$ cat src/gio_regs.vh
`ifndef GIO_REGS_VH
`define GIO_REGS_VH

// Bank numbers, taken from address bits [7:5].
`define GIO_BANK_P1 0
`define GIO_BANK_P4 1
`define GIO_BANK_P9 2
`define GIO_BANK_PA 3
`define GIO_BANK_PB 4
`define GIO_BANK_PC 5
`define GIO_BANK_PD 6
`define GIO_BANK_PF 7
`define GIO_NUM_BANKS 8

// Register select within a bank, taken from address bits [4:2].
`define GIO_REG_DIR   3'h0
`define GIO_REG_LATCH 3'h1
`define GIO_REG_VIEW  3'h2
`define GIO_REG_PULL  3'h3
`define GIO_REG_DRAIN 3'h4

// Address field positions.
`define GIO_ADDR_BANK_HI 7
`define GIO_ADDR_BANK_LO 5
`define GIO_ADDR_REG_HI  4
`define GIO_ADDR_REG_LO  2
`define GIO_ADDR_TOP_LO  8

// Reset values.
`define GIO_DIR_RST   8'h00
`define GIO_LATCH_RST 8'h00
`define GIO_PULL_RST  8'h00
`define GIO_DRAIN_RST 8'h00

// Value returned when the write-only direction location is read.
`define GIO_DIR_READ  8'h00

// AXI responses.
`define GIO_RESP_OKAY   2'h0
`define GIO_RESP_SLVERR 2'h2

`endif

$ cat src/gio_bank.v
`timescale 1ns/1ps
`default_nettype none
`include "gio_regs.vh"

module gio_bank #(
	parameter W       = 8,
	parameter HAS_DIR = 1,
	parameter HAS_PU  = 0,
	parameter HAS_OD  = 0
) (
	input  wire         clk,
	input  wire         arst_n,
	input  wire         wr_en,
	input  wire [2:0]   wr_sel,
	input  wire [7:0]   wr_data,
	input  wire [2:0]   rd_sel,
	output wire [7:0]   rd_data,
	output wire         wr_hit,
	output wire         rd_hit,
	input  wire [W-1:0] pin_in,
	output wire [W-1:0] pin_out,
	output wire [W-1:0] pin_oe,
	output wire [W-1:0] pin_pu
);

	function exists;
		input [2:0] sel;
		begin
			case (sel)
				`GIO_REG_DIR:   exists = (HAS_DIR != 0);
				`GIO_REG_LATCH: exists = (HAS_DIR != 0);
				`GIO_REG_VIEW:  exists = 1'b1;
				`GIO_REG_PULL:  exists = (HAS_PU != 0);
				`GIO_REG_DRAIN: exists = (HAS_OD != 0);
				default:        exists = 1'b0;
			endcase
		end
	endfunction

	// Byte-wide constants are cut to the bank width on purpose.
	localparam [7:0] DIR_RST   = `GIO_DIR_RST;
	localparam [7:0] LATCH_RST = `GIO_LATCH_RST;
	localparam [7:0] PULL_RST  = `GIO_PULL_RST;
	localparam [7:0] DRAIN_RST = `GIO_DRAIN_RST;
	localparam [7:0] DIR_READ  = `GIO_DIR_READ;

	wire [W-1:0] dir_r;
	wire [W-1:0] latch_r;
	wire [W-1:0] pu_r;
	wire [W-1:0] od_r;
	wire         wr_ok;
	wire [W-1:0] view_w;
	reg  [W-1:0] mux_w;

	assign wr_hit = exists(wr_sel);
	assign rd_hit = exists(rd_sel);
	assign wr_ok  = wr_en & wr_hit;

	////////////////////////////////////////////////////////////////////////
	// Input-only banks get no direction or latch flops at all.
	generate
		if (HAS_DIR != 0) begin : g_io
			reg [W-1:0] dir_q;
			reg [W-1:0] latch_q;
			always @(posedge clk or negedge arst_n) begin
				if (!arst_n) begin
					dir_q   <= DIR_RST[W-1:0];
					latch_q <= LATCH_RST[W-1:0];
				end else begin
					if (wr_ok && wr_sel == `GIO_REG_DIR)
						dir_q <= wr_data[W-1:0];
					if (wr_ok && wr_sel == `GIO_REG_LATCH)
						latch_q <= wr_data[W-1:0];
				end
			end
			assign dir_r   = dir_q;
			assign latch_r = latch_q;
		end else begin : g_in
			assign dir_r   = {W{1'b0}};
			assign latch_r = {W{1'b0}};
		end
		if (HAS_PU != 0) begin : g_pu
			reg [W-1:0] pu_q;
			always @(posedge clk or negedge arst_n) begin
				if (!arst_n)
					pu_q <= PULL_RST[W-1:0];
				else if (wr_ok && wr_sel == `GIO_REG_PULL)
					pu_q <= wr_data[W-1:0];
			end
			assign pu_r = pu_q;
		end else begin : g_nopu
			assign pu_r = {W{1'b0}};
		end
		if (HAS_OD != 0) begin : g_od
			reg [W-1:0] od_q;
			always @(posedge clk or negedge arst_n) begin
				if (!arst_n)
					od_q <= DRAIN_RST[W-1:0];
				else if (wr_ok && wr_sel == `GIO_REG_DRAIN)
					od_q <= wr_data[W-1:0];
			end
			assign od_r = od_q;
		end else begin : g_nood
			assign od_r = {W{1'b0}};
		end
	endgenerate

	////////////////////////////////////////////////////////////////////////
	// Pin drive. In open-drain mode a high latch turns the driver off so the
	// line floats to its external pull.
	assign pin_out = latch_r;
	assign pin_oe  = dir_r & (~od_r | ~latch_r);
	assign pin_pu  = pu_r & ~dir_r;

	assign view_w = (dir_r & latch_r) | (~dir_r & pin_in);

	always @* begin
		case (rd_sel)
			`GIO_REG_DIR:   mux_w = DIR_READ[W-1:0];
			`GIO_REG_LATCH: mux_w = latch_r;
			`GIO_REG_VIEW:  mux_w = view_w;
			`GIO_REG_PULL:  mux_w = pu_r;
			`GIO_REG_DRAIN: mux_w = od_r;
			default:        mux_w = {W{1'b0}};
		endcase
	end

	generate
		if (W < 8) begin : g_pad
			assign rd_data = {{(8-W){1'b0}}, mux_w};
		end else begin : g_full
			assign rd_data = mux_w[7:0];
		end
	endgenerate

endmodule
`default_nettype wire

$ cat src/gio_top.v
// Functional notes
// - Per-pin direction bit on bidirectional ports
// - Per-pin output latch drives output pins
// - Readable pin-state view on every port
// - Input-only ports lack direction and latch
// - Ports A-D have switchable input pull-ups
// - Ports A-C select push-pull or open-drain
// - Port 1: eight bidirectional pins, no pull-up or open-drain
// - Port 4 (8) and 9 (4) input-only
// - Direction one is output; resets to zero
// - Direction location is write-only, reads zero
// - View shows latch for outputs, pin otherwise
// - Latch read/write resets zero; view ignores writes
`timescale 1ns/1ps
`default_nettype none
`include "gio_regs.vh"

module gio_top (
	input  wire        clk,
	input  wire        arst_n,
	// AXI4-Lite slave.
	input  wire [31:0] s_axi_awaddr,
	input  wire [2:0]  s_axi_awprot,
	input  wire        s_axi_awvalid,
	output wire        s_axi_awready,
	input  wire [31:0] s_axi_wdata,
	input  wire [3:0]  s_axi_wstrb,
	input  wire        s_axi_wvalid,
	output wire        s_axi_wready,
	output wire [1:0]  s_axi_bresp,
	output wire        s_axi_bvalid,
	input  wire        s_axi_bready,
	input  wire [31:0] s_axi_araddr,
	input  wire [2:0]  s_axi_arprot,
	input  wire        s_axi_arvalid,
	output wire        s_axi_arready,
	output wire [31:0] s_axi_rdata,
	output wire [1:0]  s_axi_rresp,
	output wire        s_axi_rvalid,
	input  wire        s_axi_rready,
	// Port 1.
	input  wire [7:0]  p1_in,
	output wire [7:0]  p1_out,
	output wire [7:0]  p1_oe,
	// Ports 4 and 9, input-only, shared with the converter inputs.
	input  wire [7:0]  p4_in,
	input  wire [3:0]  p9_in,
	// Port A.
	input  wire [3:0]  pa_in,
	output wire [3:0]  pa_out,
	output wire [3:0]  pa_oe,
	output wire [3:0]  pa_pu,
	// Port B.
	input  wire [7:0]  pb_in,
	output wire [7:0]  pb_out,
	output wire [7:0]  pb_oe,
	output wire [7:0]  pb_pu,
	// Port C.
	input  wire [7:0]  pc_in,
	output wire [7:0]  pc_out,
	output wire [7:0]  pc_oe,
	output wire [7:0]  pc_pu,
	// Port D.
	input  wire [7:0]  pd_in,
	output wire [7:0]  pd_out,
	output wire [7:0]  pd_oe,
	output wire [7:0]  pd_pu,
	// Port F.
	input  wire [7:0]  pf_in,
	output wire [7:0]  pf_out,
	output wire [7:0]  pf_oe
);

	////////////////////////////////////////////////////////////////////////
	// Write channel. Address and data are caught independently so the master
	// may present them in either order; the write itself happens once both
	// are held and no response is still waiting.
	reg        aw_have_r;
	reg [7:0]  aw_addr_r;
	reg        aw_top_ok_r;
	reg        w_have_r;
	reg [7:0]  w_data_r;
	reg        w_strb_r;
	reg        bvalid_r;
	reg [1:0]  bresp_r;

	wire       aw_fire;
	wire       w_fire;
	wire       wr_fire;
	wire [2:0] wr_bank;
	wire [2:0] wr_sel;
	wire [7:0] wr_en_vec;
	wire [7:0] wr_hit_vec;
	wire       wr_good;

	assign s_axi_awready = ~aw_have_r & ~bvalid_r;
	assign s_axi_wready  = ~w_have_r & ~bvalid_r;
	assign aw_fire       = s_axi_awvalid & s_axi_awready;
	assign w_fire        = s_axi_wvalid & s_axi_wready;
	assign wr_fire       = aw_have_r & w_have_r & ~bvalid_r;
	assign wr_bank       = aw_addr_r[`GIO_ADDR_BANK_HI:`GIO_ADDR_BANK_LO];
	assign wr_sel        = aw_addr_r[`GIO_ADDR_REG_HI:`GIO_ADDR_REG_LO];
	assign wr_good       = aw_top_ok_r & wr_hit_vec[wr_bank];
	// Registers are at most eight bits wide, so only the lowest byte lane matters.
	assign wr_en_vec     = (wr_fire & w_strb_r & aw_top_ok_r) ? (8'h01 << wr_bank) : 8'h00;

	always @(posedge clk or negedge arst_n) begin
		if (!arst_n) begin
			aw_have_r   <= 1'b0;
			aw_addr_r   <= 8'h00;
			aw_top_ok_r <= 1'b0;
			w_have_r    <= 1'b0;
			w_data_r    <= 8'h00;
			w_strb_r    <= 1'b0;
			bvalid_r    <= 1'b0;
			bresp_r     <= `GIO_RESP_OKAY;
		end else begin
			if (aw_fire) begin
				aw_have_r   <= 1'b1;
				aw_addr_r   <= s_axi_awaddr[7:0];
				aw_top_ok_r <= (s_axi_awaddr[31:`GIO_ADDR_TOP_LO] == 24'h000000);
			end
			if (w_fire) begin
				w_have_r <= 1'b1;
				w_data_r <= s_axi_wdata[7:0];
				w_strb_r <= s_axi_wstrb[0];
			end
			if (wr_fire) begin
				aw_have_r <= 1'b0;
				w_have_r  <= 1'b0;
				bvalid_r  <= 1'b1;
				bresp_r   <= wr_good ? `GIO_RESP_OKAY : `GIO_RESP_SLVERR;
			end else if (bvalid_r && s_axi_bready) begin
				bvalid_r <= 1'b0;
			end
		end
	end

	assign s_axi_bvalid = bvalid_r;
	assign s_axi_bresp  = bresp_r;

	////////////////////////////////////////////////////////////////////////
	// Read channel. The view is sampled into rdata at the address handshake,
	// so the value returned is the pin state of that edge.
	reg        rvalid_r;
	reg [31:0] rdata_r;
	reg [1:0]  rresp_r;

	wire        ar_fire;
	wire [2:0]  rd_bank;
	wire [2:0]  rd_sel;
	wire [63:0] rd_flat;
	wire [7:0]  rd_hit_vec;
	wire        rd_good;

	assign s_axi_arready = ~rvalid_r;
	assign ar_fire       = s_axi_arvalid & s_axi_arready;
	assign rd_bank       = s_axi_araddr[`GIO_ADDR_BANK_HI:`GIO_ADDR_BANK_LO];
	assign rd_sel        = s_axi_araddr[`GIO_ADDR_REG_HI:`GIO_ADDR_REG_LO];
	assign rd_good       = (s_axi_araddr[31:`GIO_ADDR_TOP_LO] == 24'h000000) & rd_hit_vec[rd_bank];

	always @(posedge clk or negedge arst_n) begin
		if (!arst_n) begin
			rvalid_r <= 1'b0;
			rdata_r  <= 32'h00000000;
			rresp_r  <= `GIO_RESP_OKAY;
		end else if (ar_fire) begin
			rvalid_r <= 1'b1;
			rdata_r  <= rd_good ? {24'h000000, rd_flat[8*rd_bank +: 8]} : 32'h00000000;
			rresp_r  <= rd_good ? `GIO_RESP_OKAY : `GIO_RESP_SLVERR;
		end else if (rvalid_r && s_axi_rready) begin
			rvalid_r <= 1'b0;
		end
	end

	assign s_axi_rvalid = rvalid_r;
	assign s_axi_rdata  = rdata_r;
	assign s_axi_rresp  = rresp_r;

	////////////////////////////////////////////////////////////////////////
	// Port banks.
	gio_bank #(.W(8), .HAS_DIR(1), .HAS_PU(0), .HAS_OD(0)) u_p1 (
		.clk     (clk),
		.arst_n  (arst_n),
		.wr_en   (wr_en_vec[`GIO_BANK_P1]),
		.wr_sel  (wr_sel),
		.wr_data (w_data_r),
		.rd_sel  (rd_sel),
		.rd_data (rd_flat[8*`GIO_BANK_P1 +: 8]),
		.wr_hit  (wr_hit_vec[`GIO_BANK_P1]),
		.rd_hit  (rd_hit_vec[`GIO_BANK_P1]),
		.pin_in  (p1_in),
		.pin_out (p1_out),
		.pin_oe  (p1_oe),
		.pin_pu  ()
	);

	gio_bank #(.W(8), .HAS_DIR(0), .HAS_PU(0), .HAS_OD(0)) u_p4 (
		.clk     (clk),
		.arst_n  (arst_n),
		.wr_en   (wr_en_vec[`GIO_BANK_P4]),
		.wr_sel  (wr_sel),
		.wr_data (w_data_r),
		.rd_sel  (rd_sel),
		.rd_data (rd_flat[8*`GIO_BANK_P4 +: 8]),
		.wr_hit  (wr_hit_vec[`GIO_BANK_P4]),
		.rd_hit  (rd_hit_vec[`GIO_BANK_P4]),
		.pin_in  (p4_in),
		.pin_out (),
		.pin_oe  (),
		.pin_pu  ()
	);

	gio_bank #(.W(4), .HAS_DIR(0), .HAS_PU(0), .HAS_OD(0)) u_p9 (
		.clk     (clk),
		.arst_n  (arst_n),
		.wr_en   (wr_en_vec[`GIO_BANK_P9]),
		.wr_sel  (wr_sel),
		.wr_data (w_data_r),
		.rd_sel  (rd_sel),
		.rd_data (rd_flat[8*`GIO_BANK_P9 +: 8]),
		.wr_hit  (wr_hit_vec[`GIO_BANK_P9]),
		.rd_hit  (rd_hit_vec[`GIO_BANK_P9]),
		.pin_in  (p9_in),
		.pin_out (),
		.pin_oe  (),
		.pin_pu  ()
	);

	gio_bank #(.W(4), .HAS_DIR(1), .HAS_PU(1), .HAS_OD(1)) u_pa (
		.clk     (clk),
		.arst_n  (arst_n),
		.wr_en   (wr_en_vec[`GIO_BANK_PA]),
		.wr_sel  (wr_sel),
		.wr_data (w_data_r),
		.rd_sel  (rd_sel),
		.rd_data (rd_flat[8*`GIO_BANK_PA +: 8]),
		.wr_hit  (wr_hit_vec[`GIO_BANK_PA]),
		.rd_hit  (rd_hit_vec[`GIO_BANK_PA]),
		.pin_in  (pa_in),
		.pin_out (pa_out),
		.pin_oe  (pa_oe),
		.pin_pu  (pa_pu)
	);

	gio_bank #(.W(8), .HAS_DIR(1), .HAS_PU(1), .HAS_OD(1)) u_pb (
		.clk     (clk),
		.arst_n  (arst_n),
		.wr_en   (wr_en_vec[`GIO_BANK_PB]),
		.wr_sel  (wr_sel),
		.wr_data (w_data_r),
		.rd_sel  (rd_sel),
		.rd_data (rd_flat[8*`GIO_BANK_PB +: 8]),
		.wr_hit  (wr_hit_vec[`GIO_BANK_PB]),
		.rd_hit  (rd_hit_vec[`GIO_BANK_PB]),
		.pin_in  (pb_in),
		.pin_out (pb_out),
		.pin_oe  (pb_oe),
		.pin_pu  (pb_pu)
	);

	gio_bank #(.W(8), .HAS_DIR(1), .HAS_PU(1), .HAS_OD(1)) u_pc (
		.clk     (clk),
		.arst_n  (arst_n),
		.wr_en   (wr_en_vec[`GIO_BANK_PC]),
		.wr_sel  (wr_sel),
		.wr_data (w_data_r),
		.rd_sel  (rd_sel),
		.rd_data (rd_flat[8*`GIO_BANK_PC +: 8]),
		.wr_hit  (wr_hit_vec[`GIO_BANK_PC]),
		.rd_hit  (rd_hit_vec[`GIO_BANK_PC]),
		.pin_in  (pc_in),
		.pin_out (pc_out),
		.pin_oe  (pc_oe),
		.pin_pu  (pc_pu)
	);

	gio_bank #(.W(8), .HAS_DIR(1), .HAS_PU(1), .HAS_OD(0)) u_pd (
		.clk     (clk),
		.arst_n  (arst_n),
		.wr_en   (wr_en_vec[`GIO_BANK_PD]),
		.wr_sel  (wr_sel),
		.wr_data (w_data_r),
		.rd_sel  (rd_sel),
		.rd_data (rd_flat[8*`GIO_BANK_PD +: 8]),
		.wr_hit  (wr_hit_vec[`GIO_BANK_PD]),
		.rd_hit  (rd_hit_vec[`GIO_BANK_PD]),
		.pin_in  (pd_in),
		.pin_out (pd_out),
		.pin_oe  (pd_oe),
		.pin_pu  (pd_pu)
	);

	gio_bank #(.W(8), .HAS_DIR(1), .HAS_PU(0), .HAS_OD(0)) u_pf (
		.clk     (clk),
		.arst_n  (arst_n),
		.wr_en   (wr_en_vec[`GIO_BANK_PF]),
		.wr_sel  (wr_sel),
		.wr_data (w_data_r),
		.rd_sel  (rd_sel),
		.rd_data (rd_flat[8*`GIO_BANK_PF +: 8]),
		.wr_hit  (wr_hit_vec[`GIO_BANK_PF]),
		.rd_hit  (rd_hit_vec[`GIO_BANK_PF]),
		.pin_in  (pf_in),
		.pin_out (pf_out),
		.pin_oe  (pf_oe),
		.pin_pu  ()
	);

endmodule
`default_nettype wire

$ cat config.mk
export PLATFORM = sky130hd
export DESIGN_NAME = gio_top
export DESIGN_NICKNAME = d
export VERILOG_FILES = /design/src/gio_bank.v /design/src/gio_top.v
export VERILOG_INCLUDE_DIRS = /design/src
export SDC_FILE = /design/constraint.sdc
export NUM_CORES = 1
export LEC_CHECK = 0
export BUFFER_PORTS_ARGS = -buffer_cell sky130_fd_sc_hd__buf_2
export CAP_MARGIN = 10
export CORE_ASPECT_RATIO = 0.6
export CORE_UTILIZATION = 52
export CTS_CLUSTER_DIAMETER = 200
export CTS_CLUSTER_SIZE = 25
export DETAILED_ROUTE_END_ITERATION = 7
export PLACE_DENSITY = 0.79
export SLEW_MARGIN = 10
export SYNTH_ARGS = -nofsm -noshare
export SYNTH_HDL_FRONTEND = slang
export SYNTH_HIERARCHICAL = 1
export SYNTH_SLANG_ARGS = --single-unit
$ cat constraint.sdc
create_clock -name clk -period 2.4 [get_ports clk]
set_input_delay 0.36 -clock clk [delete_from_list [all_inputs] [get_ports clk]]
set_output_delay 0.36 -clock clk [all_outputs]
set_load 0.01 [all_outputs]
Yosys cells after proc, flatten, opt, wreduce, memory -nomap -nowiden:

Cells that the tools add are included.

* register bits: 194
* logic and storage cells: 170

* $lt $le $gt $ge: 2
* equality and inequality tests: 8
* shift operators: 2
* muxes and demuxes: 32
* bitwise logic cells: 61
* reduce and logical (&&, ||, !) cells: 35

Operators with widths (count)
* $and 8x8->8: 15
* $not 8->8: 9
* $pmux 8 s4: 2
* $shiftx 64x7->8: 1
* $or 8x8->8: 7
* $logic_not 24->1: 2
* $pmux 8 s2: 2
* $mux 8: 3
* $pmux 8 s3: 1
* $logic_and 1x1->1: 21
* $mux 1: 18
* $and 1x1->1: 17
* $and 4x4->4: 4
* $pmux 4 s4: 1
* $eq 3x2->1 const B: 4
* $not 4->4: 3
* $reduce_or 5->1: 2
* $lt 3x4->1 const B: 2
* $or 4x4->4: 2
* $reduce_bool 2->1: 4
* $reduce_or 4->1: 2
* $shl 1x3->8 const A: 1
* $bmux 1 s3: 2
* $eq 3x1->1 const B: 2
* 6 further kinds: 13

Longest topological paths before layout:

Gate-level depths: netlist of run 1.

* word-level depth: 7
* gate-level depth with buffers: 8
* depth with buffers taken out: 7

Cells and area by module:

The synthesis of run 1 kept the hierarchy.

By module, submodules not included
* gio_bank at u_pb ...: instances 2, cells an instance 135, area an instance 1650.3 um^2, seq. area each 800.8 um^2
* gio_top: instances 1, cells an instance 184, area an instance 2208.4 um^2, seq. area each 750.7 um^2
* gio_bank at u_p1 ...: instances 2, cells an instance 76, area an instance 899.6 um^2, seq. area each 400.4 um^2
* gio_bank at u_pd: instances 1, cells an instance 91, area an instance 1217.4 um^2, seq. area each 600.6 um^2
* gio_bank at u_pa: instances 1, cells an instance 73, area an instance 908.4 um^2, seq. area each 400.4 um^2
* gio_bank at u_p4: instances 1, cells an instance 35, area an instance 299.0 um^2, seq. area each 0.0 um^2
* gio_bank at u_p9: instances 1, cells an instance 23, area an instance 188.9 um^2, seq. area each 0.0 um^2

Worst setup path after synthesis of run 1:

No wires, ideal clock.

* path type: register to register
* start: reg bvalid_r, in the netlist s_axi_bvalid
* end: reg u_pb.g_od.od_q[0]
* setup time: 0.125 ns
* data arrival time: 2.057 ns
* data required time: 2.275 ns
* setup slack: 0.218 ns
* cell stages (with the launch flop): 8
* path buffers: 0
* cells stage by stage: dfrtp_1 > inv_1 > and3_1 > nand4_1 > nor3_1 > nand2_1 > nor3_2 > mux2_2

* longest elaborated chain between the ends: 7

Ends and longest elaborated chain
* start: declaration: line gio_top.v:84 `reg bvalid_r;`
* start signal: assignment: line gio_top.v:115 `bvalid_r <= 1'b0;`
* start signal: assignment: line gio_top.v:131 `bvalid_r <= 1'b1;`
* start signal: assignment: line gio_top.v:134 `bvalid_r <= 1'b0;`
* $not 1->1: line gio_top.v:100 `assign wr_fire = aw_have_r & w_have_r & ~bvalid_r;`
* $and 1x1->1: line gio_top.v:100
* $and 1x1->1 (2 in series): line gio_top.v:105 `assign wr_en_vec = (wr_fire & w_strb_r & aw_top_ok_r) ? (8'h01 << wr_bank) : 8'h00;`
* $mux 8: line gio_top.v:105
* named net wr_en_vec[4]: line gio_top.v:92 `wire [7:0] wr_en_vec;`
* $and 1x1->1: line gio_bank.v:57 `assign wr_ok = wr_en & wr_hit;`
* $logic_and 1x1->1 (no line)
* end signal: assignment: line gio_bank.v:98 `od_q <= DRAIN_RST[W-1:0];`
* end signal: assignment: line gio_bank.v:100 `od_q <= wr_data[W-1:0];`
* end: declaration: line gio_bank.v:95 `reg [W-1:0] od_q;`

The timed path passes the listed nets, and every way through them passes these cells.
A chain may end at the register's enable or synchronous reset.

Final worst setup path of run 1:

* start: reg bvalid_r, in the netlist s_axi_bvalid
* end: reg u_pc.g_io.latch_q[0], in the netlist u_pc/pin_out[0]

* longest elaborated chain between the ends: 7

Ends and longest elaborated chain
* $not 1->1: line gio_top.v:100
* $and 1x1->1: line gio_top.v:100
* $and 1x1->1 (2 in series): line gio_top.v:105
* $mux 8: line gio_top.v:105
* named net wr_en_vec[5]: line gio_top.v:92
* $and 1x1->1: line gio_bank.v:57
* $logic_and 1x1->1 (no line)
* end signal: assignment: line gio_bank.v:68 `latch_q <= LATCH_RST[W-1:0];`
* end signal: assignment: line gio_bank.v:73 `latch_q <= wr_data[W-1:0];`
* end: declaration: line gio_bank.v:64 `reg [W-1:0] latch_q;`

The timed path passes the listed nets, and every way through them passes these cells.

==> flow_metrics.env, run 1 <==
export IMPL_status="finished clean"
export IMPL_syn_inst=771
export IMPL_startpoint_type="register"
export IMPL_comb_power_share=0.176
export IMPL_dr_pass1_iters=5
export IMPL_cts_tree="built"
export IMPL_slew_headroom=0.354
export IMPL_wl_per_cell_um=21.1
export IMPL_cts_root_buf="clkbuf_16"
export IMPL_drive_gt1_frac=0.518
export IMPL_drv_cap=0
export IMPL_hold_viol=0
export IMPL_period_minus_slack_ns=2.27
export IMPL_power_frac_clock=0.345
export IMPL_reg2reg_from="s_axi_bvalid"
export IMPL_worst_r2r_endpoint="u_pc/pin_out[0]"
export IMPL_fin_tns_setup_ns=0
export IMPL_power_density_mw_per_mm2=657
export IMPL_slew_violations=0
export IMPL_required_ns=2.70
export IMPL_drc=0
export IMPL_setup_viol_count_final=0
export IMPL_leakage_uw=0.00599
export IMPL_use_met1=0.450
export IMPL_crit_start="s_axi_bvalid"
export IMPL_clk_latency_ns=0.43
export IMPL_h_tree_depth=4
export IMPL_grt_pass1_vias=7249
export IMPL_ir_worst_vdd_uv=558
export IMPL_vias=7703
export IMPL_portBuffers=262
export IMPL_pin_count=326
export IMPL_synth_area_sq_mm=0.00951
export IMPL_clock_fmax_mhz=441
export IMPL_grt_max_degree=49
export IMPL_busiest_layer="met1"
export IMPL_coreArea_sq_mm=0.0175
export IMPL_post_cts_buffers=0
export IMPL_skew_ns=0.0104
export IMPL_crit_path_top_delay_cell="and4bb_2"
export IMPL_final_core_util=0.670
export IMPL_start_util=0.544
export IMPL_synth_avg_cell_area_sq_um=12.3
export IMPL_grt_pass1_wl_mm=42.1
export IMPL_initialDrtViolationCount=657
export IMPL_grt_setup_unrepaired="false"
export IMPL_power_switching_uw=2600
export IMPL_met2_usage=0.436
export IMPL_crit_chain="inv_1 -> and3_1 -> nand4_1 -> nor2_1 -> and4bb_2 -> mux2_2"
export IMPL_rows=37
export IMPL_postLayoutCellArea_sq_mm=0.0117
export IMPL_dp_hpwl_mm=20.4
export IMPL_place_congestion=0.878
export IMPL_period_share=0.946
export IMPL_cts_buffer_depth=2
export IMPL_cts_sinks=166
export IMPL_clkTransAtPathRegs_ns=0.07
export IMPL_grt_usage=0.300
export IMPL_grt_antenna_before_repair=1
export IMPL_crit_type="reg -> reg"
export IMPL_internal_power_uw=5110
export IMPL_grt_util_met3=0.0773
export IMPL_switching_share=0.337
export IMPL_yosysWarningCount=6
export IMPL_tightest_slew_ns=0.969
export IMPL_finalWirelength_mm=27.7
export IMPL_ant_nets=0
export IMPL_die_h_um=107
export IMPL_hold_path_class="in -> reg"
export IMPL_r2r_cells=6
export IMPL_cts_inserted_buffers=17
export IMPL_path_max_fanout=8
export IMPL_ff2ff_setup_slack_ns=0.13
export IMPL_viasPerCell=5.88
export IMPL_dpl_instance_area_sq_mm=0.0111
export IMPL_cp_arrival_ns=2.57
export IMPL_die_w_um=177
export IMPL_area_delta_synth_final_pct=23.3
export IMPL_fin_nets=1231
export IMPL_cp_end_kind="register"
export IMPL_crit_path_end="u_pc/pin_out[0]"
export IMPL_pwr_share_seq=0.478
export IMPL_slowest_delay_ns=0.50
export IMPL_grt_overflow=0
export IMPL_dieArea_sq_mm=0.0189
[worst max-delay path: cells and delay by family, from the launching register on]
family	cells	cell delay [ns]
multiplexers	1	0.38
flip-flops	1	0.41
AND/OR/NAND/NOR	4	1.24
buffers and inverters	1	0.11
[through the flow]
| stage | power [uW] | hold slack, ns | cells | worst slack, ns |
|---|---|---|---|---|
| 5_1_grt | 8030 | 0.101 | 1310 | 0.000780 |
| 6_report | 7710 | 0.118 | 1311 | 0.130 |
| 2_1_floorplan | 4260 | 0.0644 | 802 | 0.218 |
| 3_5_place_dp | 5070 | 0.321 | 1276 | 0.0481 |
| 4_1_cts | 7700 | 0.108 | 1309 | 0.0853 |
| 3_3_place_gp | 5010 | 0.324 | 1276 | 0.0789 |
[how the worst min path moves through the flow]
stage                       from            end  slack [ns]  cells after the start
finish              s_axi_rready   s_axi_rvalid        0.12                      2
global route        s_axi_rready   s_axi_rvalid        0.10                      2
CTS                 s_axi_rready   s_axi_rvalid        0.11                      2
detailed placement        arst_n  u_pb/dir_r[7]        0.32                      1
global placement          arst_n  u_pb/dir_r[7]        0.32                      1
floorplan                 arst_n   aw_addr_r[2]        0.06                      0
[power by group through the flow]
stage               combinational (uW)  clock [uW]  sequential (uW)
CTS                               1360        2680             3660
finish                            1360        2660             3690
global placement                  1320           0             3690
floorplan                          761           0             3500
global route                      1480        2820             3730
detailed placement                1350           0             3710
[per-layer routing]
| metal | vias up | part of all wire | wire length (um) |
|---|---|---|---|
| met5 | - | 0 | 0 |
| met4 | 0 | 0.0088 | 244 |
| met3 | 21 | 0.086 | 2380 |
| met2 | 352 | 0.44 | 12300 |
| met1 | 3869 | 0.46 | 12800 |
| li1 | 3461 | - | - |
[layout make-up]
| type | count | area [sq um] |
|---|---|---|
| Timing Repair Buffer | 303 | 1650 |
| Clock inverter | 12 | 118 |
| Sequential cell | 166 | 4150 |
| Clock buffer | 20 | 447 |
| Tap cell | 234 | 293 |
| Multi-Input combinational cell | 568 | 5040 |
| Inverter | 6 | 22.5 |
| Fill cell | 1347 | 5770 |
| Antenna cell | 2 | 5.00 |
[timing repair]
item | in CTS | in global routing
setup endpoints to repair | 0 | 24
hold buffers | 1 | 0
endpoints found under the hold margin | 42 | 0
gates resized for setup | 0 | 1
[layout by cell type, fill, tap and decap left out, types with 22 or more instances in the layout]
cell       n
mux2i_1   27
buf_4     38
conb_1    34
nand2_1   46
mux2_2   187
buf_2    261
dfrtp_1  166
nand3_1   22
nor2_1    28
nor2b_1   34
Power figures use the tool's default switching activity.
==> run 2: changes to the inputs <==
ABC_AREA = 1   (was not set)
CORE_UTILIZATION = 53   (was 52)
==> run 2 against run 1 <==
  * Clock skew increased by 0.0051 ns
  * Sequential share of layout area decreased by 2.5 points
  * Wire length up 19%
  * Via count up 42%
  * Non-clock buffer count is 13 lower
  * Design area rose by 7.8%
  * Sequential power up 5%
  * Maximum frequency fell by 3.3%
  * Worst hold slack worse by 0.025 ns
  * Register-to-register slack lost 0.08 ns
  * Combinational power increased by 54%
  * Highest routed layer unchanged
  * Clock-buffer cell count fell by 2
==> flow_metrics.env, run 2 <==
export IMPL_power_switching_uw=3490
export IMPL_die_h_um=111
export IMPL_cp_arrival_ns=2.69
export IMPL_power_density_mw_per_mm2=717
export IMPL_grt_overflow=0
export IMPL_cts_root_buf="clkbuf_16"
export IMPL_synth_avg_cell_area_sq_um=7.04
export IMPL_path_max_fanout=16
export IMPL_grt_setup_unrepaired="true"
export IMPL_grt_usage=0.329
export IMPL_pin_count=326
export IMPL_leakage_uw=0.00694
export IMPL_ir_worst_vdd_uv=640
export IMPL_rows=39
export IMPL_dp_slack_ns=0.177
export IMPL_clk_latency_ns=0.44
export IMPL_slew_violations=0
export IMPL_slowest_delay_ns=0.41
export IMPL_status="finished clean"
export IMPL_drv_cap=0
export IMPL_dpl_instance_area_sq_mm=0.0120
export IMPL_finalWirelength_mm=32.9
export IMPL_pwr_share_seq=0.426
export IMPL_cts_sinks=166
export IMPL_setup_ws_ns=0.0535
export IMPL_h_tree_depth=4
export IMPL_skew_ns=0.0155
export IMPL_internal_power_uw=5580
export IMPL_fin_nets=1929
export IMPL_period_share=0.978
export IMPL_crit_chain="inv_1 -> nand3_1 -> inv_1 -> nand2_1 -> nor2_1 -> nand2_1 -> nor2_1 -> inv_1 -> nor2_4 -> nand3_2 -> o21ai_1"
export IMPL_antennaDiodeCount=0
export IMPL_post_cts_buffers=0
export IMPL_p_total_uw=9070
export IMPL_area_delta_synth_final_pct=19.9
export IMPL_crit_type="reg -> reg"
export IMPL_required_ns=2.74
export IMPL_dieArea_sq_mm=0.0205
export IMPL_grt_pass1_vias=9949
export IMPL_cp_end_kind="register"
export IMPL_initialDrtViolationCount=1306
export IMPL_grt_antenna_before_repair=0
export IMPL_dp_hpwl_mm=24.2
export IMPL_clkTransAtPathRegs_ns=0.07
export IMPL_met1_length_mm=14.4
export IMPL_fillCellCount=1695
export IMPL_start_util=0.547
export IMPL_clock_fmax_mhz=426
export IMPL_cts_inserted_buffers=17
export IMPL_tightest_slew_ns=0.875
export IMPL_postLayoutCellArea_sq_mm=0.0126
export IMPL_place_congestion=1.04
export IMPL_comb_power_share=0.230
export IMPL_period_minus_slack_ns=2.35
export IMPL_wl_met3_mm=3.88
export IMPL_setup_viol_count_final=0
export IMPL_cts_tree="built"
export IMPL_routed_top_layer="met4"
export IMPL_slew_headroom=0.417
export IMPL_wl_per_cell_um=16.1
export IMPL_startpoint_type="register"
export IMPL_coreArea_sq_mm=0.0193
export IMPL_portBuffers=262
export IMPL_yosysWarningCount=6
export IMPL_fin_tns_setup_ns=0
export IMPL_drc=0
export IMPL_drive_gt1_frac=0.234
export IMPL_grt_max_degree=57
export IMPL_final_common_cell="nand2_1"
export IMPL_crit_path_top_delay_cell="dfrtp_1"
export IMPL_hold_viol=0
export IMPL_hold_path_class="in -> reg"
export IMPL_wl_met2_mm=13.9
export IMPL_vias=10961
export IMPL_viasPerCell=5.38
export IMPL_grt_pass1_wl_mm=52.0
export IMPL_synth_area_sq_mm=0.0105
export IMPL_cp_common_cell="inv_1"
export IMPL_layout_common_cells="nand2_1, buf_2, inv_1"
export IMPL_switching_share=0.384
export IMPL_ant_nets=0
export IMPL_cts_buffer_depth=2
export IMPL_power_frac_clock=0.345
export IMPL_cts_repair_resized=0
export IMPL_die_w_um=184
export IMPL_dr_pass1_iters=6
export IMPL_syn_inst=1497
[run 2: routing by layer]
| metal | vias up | global-route usage |
|---|---|---|
| met2 | 664 | 0.488 |
| met5 | - | 0 |
| met3 | 67 | 0.0690 |
| met4 | 0 | 0.101 |
| met1 | 4985 | 0.479 |
| li1 | 5245 | - |
[run 2: path summary, 6_finish.rpt]
kind | from | endpoint | slack (ns) | cells past startpoint
min | s_axi_bready | s_axi_bvalid | 0.09 | 2
max in group asynchronous | arst_n | u_p1/pin_out[6] | 1.33 | 3
min in group asynchronous | arst_n | u_pc/g_od.od_q[3] | 0.41 | 2
min reg2reg | s_axi_rdata[3] | s_axi_rdata[3] | 0.48 | 2
max reg2reg | s_axi_bvalid | u_pc/g_pu.pu_q[2] | 0.05 | 11
max | s_axi_bvalid | u_pc/g_pu.pu_q[2] | 0.05 | 11
[run 2: power groups by stage]
| stage | logic [uW] | registers (uW) | clock network (uW) |
|---|---|---|---|
| 3_5_place_dp | 2040 | 3860 | 0 |
| 4_1_cts | 2060 | 3820 | 3150 |
| 6_report | 2090 | 3860 | 3130 |
| 3_3_place_gp | 2000 | 3860 | 0 |
| 5_1_grt | 2300 | 3880 | 3270 |
| 2_1_floorplan | 1390 | 3570 | 0 |
[run 2: worst max-delay path, delay by kind of cell, from the launching register on]
kind	cells	cell delay, ns
simple gates	7	1.22
flops	1	0.41
compound gates	1	0.32
buf+inv	3	0.27
[run 2: what timing repair did]
action | 4_1_cts | 5_1_grt
hold buffers | 1 | 0
setup endpoints to repair | 0 | 32
hold endpoints to repair | 37 | 0
[run 2: area by class of cell]
class	instances	area, sq um	share of cell area
Multi-Input combinational cell	1088	5160	0.408
Sequential cell	166	4160	0.329
Timing Repair Buffer	290	1580	0.125
Inverter	197	749	0.0593
Clock buffer	18	429	0.0339
Tap cell	266	333	0.0263
Clock inverter	14	235	0.0186
[run 2: metrics by stage]
stage / hold slack (ns) / std cells / util
floorplan: 0.0644 / 1528 / -
global placement: 0.299 / 2006 / 0.621
detailed placement: 0.308 / 2006 / 0.621
CTS: 0.0885 / 2039 / 0.656
global route: 0.0997 / 2039 / 0.656
finish: 0.0936 / 2039 / 0.656
==> run 3: changes to the inputs <==
CORE_ASPECT_RATIO = 0.9   (was 0.6)
CORE_UTILIZATION = 54   (was 53)
CTS_BUF_LIST = sky130_fd_sc_hd__clkbuf_4   (was not set)
PLACE_DENSITY = 0.8   (was 0.79)
==> run 3 against run 2 <==
  * Clock power down 45%
  * Sequential share of layout area rose by 0.56 points
  * Die area down 1.9%
  * Worst hold slack worse by 0.0051 ns
  * Wire length down 4.3%
  * Global-route usage down 0.93 points
  * Via count about the same
  * Largest cell class unchanged
==> flow_metrics.env, run 3 (synthesis gave the netlist of run 2 again) <==
export IMPL_switching_share=0.440
export IMPL_cts_sinks=166
export IMPL_ff2ff_setup_slack_ns=0.18
export IMPL_fillCellCount=1768
export IMPL_grt_antenna_before_repair=1
export IMPL_power_density_mw_per_mm2=618
export IMPL_grt_pass1_vias=9715
export IMPL_clk_latency_ns=0.61
export IMPL_grt_pass1_wl_mm=49.5
export IMPL_power_switching_uw=3380
export IMPL_leakage_uw=0.00684
export IMPL_multi_input_area_sq_mm=0.00518
export IMPL_comb_power_share=0.281
export IMPL_ir_worst_vdd_uv=785
export IMPL_grt_max_degree=54
export IMPL_wl_per_cell_um=15.4
export IMPL_crit_type="reg -> reg"
export IMPL_drive_gt1_frac=0.232
export IMPL_period_share=0.925
export IMPL_portBuffers=262
export IMPL_p_total_uw=7680
export IMPL_start_util=0.550
export IMPL_path_buf_inv=3
export IMPL_die_w_um=149
export IMPL_vias=10954
export IMPL_setup_viol_count_final=0
export IMPL_power_frac_clock=0.224
export IMPL_crit_chain="inv_1 -> nand3_1 -> inv_1 -> nand2_1 -> nor2_1 -> nand2_1 -> nor2_1 -> inv_1 -> nor2_4 -> nand3_2 -> nand2_1 -> o21ai_2"
export IMPL_internal_power_uw=4300
export IMPL_viasPerCell=5.36
export IMPL_dieArea_sq_mm=0.0201
export IMPL_fin_tns_setup_ns=0
export IMPL_dp_slack_ns=0.124
export IMPL_ant_nets=0
export IMPL_clock_fmax_mhz=451
export IMPL_cts_tree="built"
export IMPL_grt_overflow=0
export IMPL_path_max_fanout=16
export IMPL_final_common_cell="nand2_1"
export IMPL_slew_headroom=0.503
export IMPL_fin_nets=1946
export IMPL_drv_cap=0
export IMPL_finalWirelength_mm=31.5
export IMPL_cts_buffer_depth=2
export IMPL_required_ns=2.89
export IMPL_period_minus_slack_ns=2.22
export IMPL_cp_end_kind="register"
export IMPL_clkTransAtPathRegs_ns=0.17
export IMPL_h_tree_depth=4
export IMPL_post_cts_buffers=0
export IMPL_pin_count=326
export IMPL_seqCellArea_sq_mm=0.00416
export IMPL_area_delta_synth_final_pct=17.9
export IMPL_grt_setup_unrepaired="false"
export IMPL_hold_viol=0
export IMPL_die_h_um=135
export IMPL_skew_ns=0.0262
export IMPL_crit_family="simple AND/OR/NAND/NOR gates"
export IMPL_cp_arrival_ns=2.71
export IMPL_setup_ws_ns=0.181
export IMPL_place_congestion=0.903
export IMPL_layout_common_cells="nand2_1, buf_2, inv_1"
export IMPL_grt_usage=0.320
export IMPL_initialDrtViolationCount=1124
export IMPL_slew_violations=0
export IMPL_cts_inserted_buffers=17
export IMPL_startpoint_type="register"
export IMPL_pwr_share_seq=0.495
export IMPL_rows=48
export IMPL_drc=0
export IMPL_dr_pass1_iters=5
export IMPL_status="finished clean"
export IMPL_crit_path_top_delay_cell="dfrtp_1"
export IMPL_slowest_delay_ns=0.44
export IMPL_cts_root_buf="clkbuf_4"
export IMPL_coreArea_sq_mm=0.0192
export IMPL_tightest_slew_ns=0.745
export IMPL_hold_path_class="in -> reg"
export IMPL_dp_hpwl_mm=22.9
-- run 3: worst reg2reg max path, cell delays in order, from the launching register on --
cell and delay [ns]:
dfrtp_1 0.44, inv_1 0.08, nand3_1 0.09, inv_1 0.08
nand2_1 0.05, nor2_1 0.13, nand2_1 0.15, nor2_1 0.24
inv_1 0.12, nor2_4 0.14, nand3_2 0.32, nand2_1 0.20
o21ai_2 0.07
-- run 3: path summary, 6_finish.rpt --
check | end | start | cells past startpoint
max in group asynchronous | u_pb/g_pu.pu_q[3] | arst_n | 3
worst max register to register | u_pc/g_pu.pu_q[3] | s_axi_bvalid | 12
worst min-delay path | aw_top_ok_r | s_axi_awaddr[20] | 6
worst min register to register | s_axi_rdata[1] | s_axi_rdata[1] | 2
worst max-delay path | u_pc/g_pu.pu_q[3] | s_axi_bvalid | 12
min in group asynchronous | u_pc/dir_r[3] | arst_n | 2
-- run 3: through the flow --
step                utilization  std cells  hold slack (ns)  cell area, sq um
CTS                       0.648       2040           0.0726             12400
detailed placement        0.623       1990            0.361             11900
global placement          0.623       1990            0.354             11900
finish                    0.649       2042           0.0885             12400
global route              0.649       2042           0.0897             12400
floorplan                     -       1528           0.0644             10700
-- run 3: what timing repair did --
item                                    CTS  global route
endpoints found under the setup margin    0            16
hold buffers                             18             0
resized for setup                         0             3
endpoints found under the hold margin    66             0
-- run 3: cell type report --
type / count / area share
clock inverter: 15 / 0.0133
sequential: 166 / 0.334
inverter: 197 / 0.0603
clock buffer: 17 / 0.0103
tap: 250 / 0.0252
timing repair buffer: 307 / 0.140
antenna: 2 / 0.000403
multi-input combinational: 1088 / 0.416
-- run 3: power by group through the flow --
stage          sequential, uW  combinational [uW]  clock [uW]
6_report                 3800                2160        1720
5_1_grt                  3820                2390        1850
3_3_place_gp             3810                2060           0
4_1_cts                  3760                2130        1740
2_1_floorplan            3570                1390           0
3_5_place_dp             3820                2110           0
-- run 3: layer usage --
metal  track usage  vias up  share of wire  wire (um)
met3        0.0622       89          0.094       2970
met4         0.127        0          0.034       1070
li1              -     5300              -          -
met1         0.437     4964           0.42      13200
met5             0        -              0          0
met2         0.499      601           0.45      14200
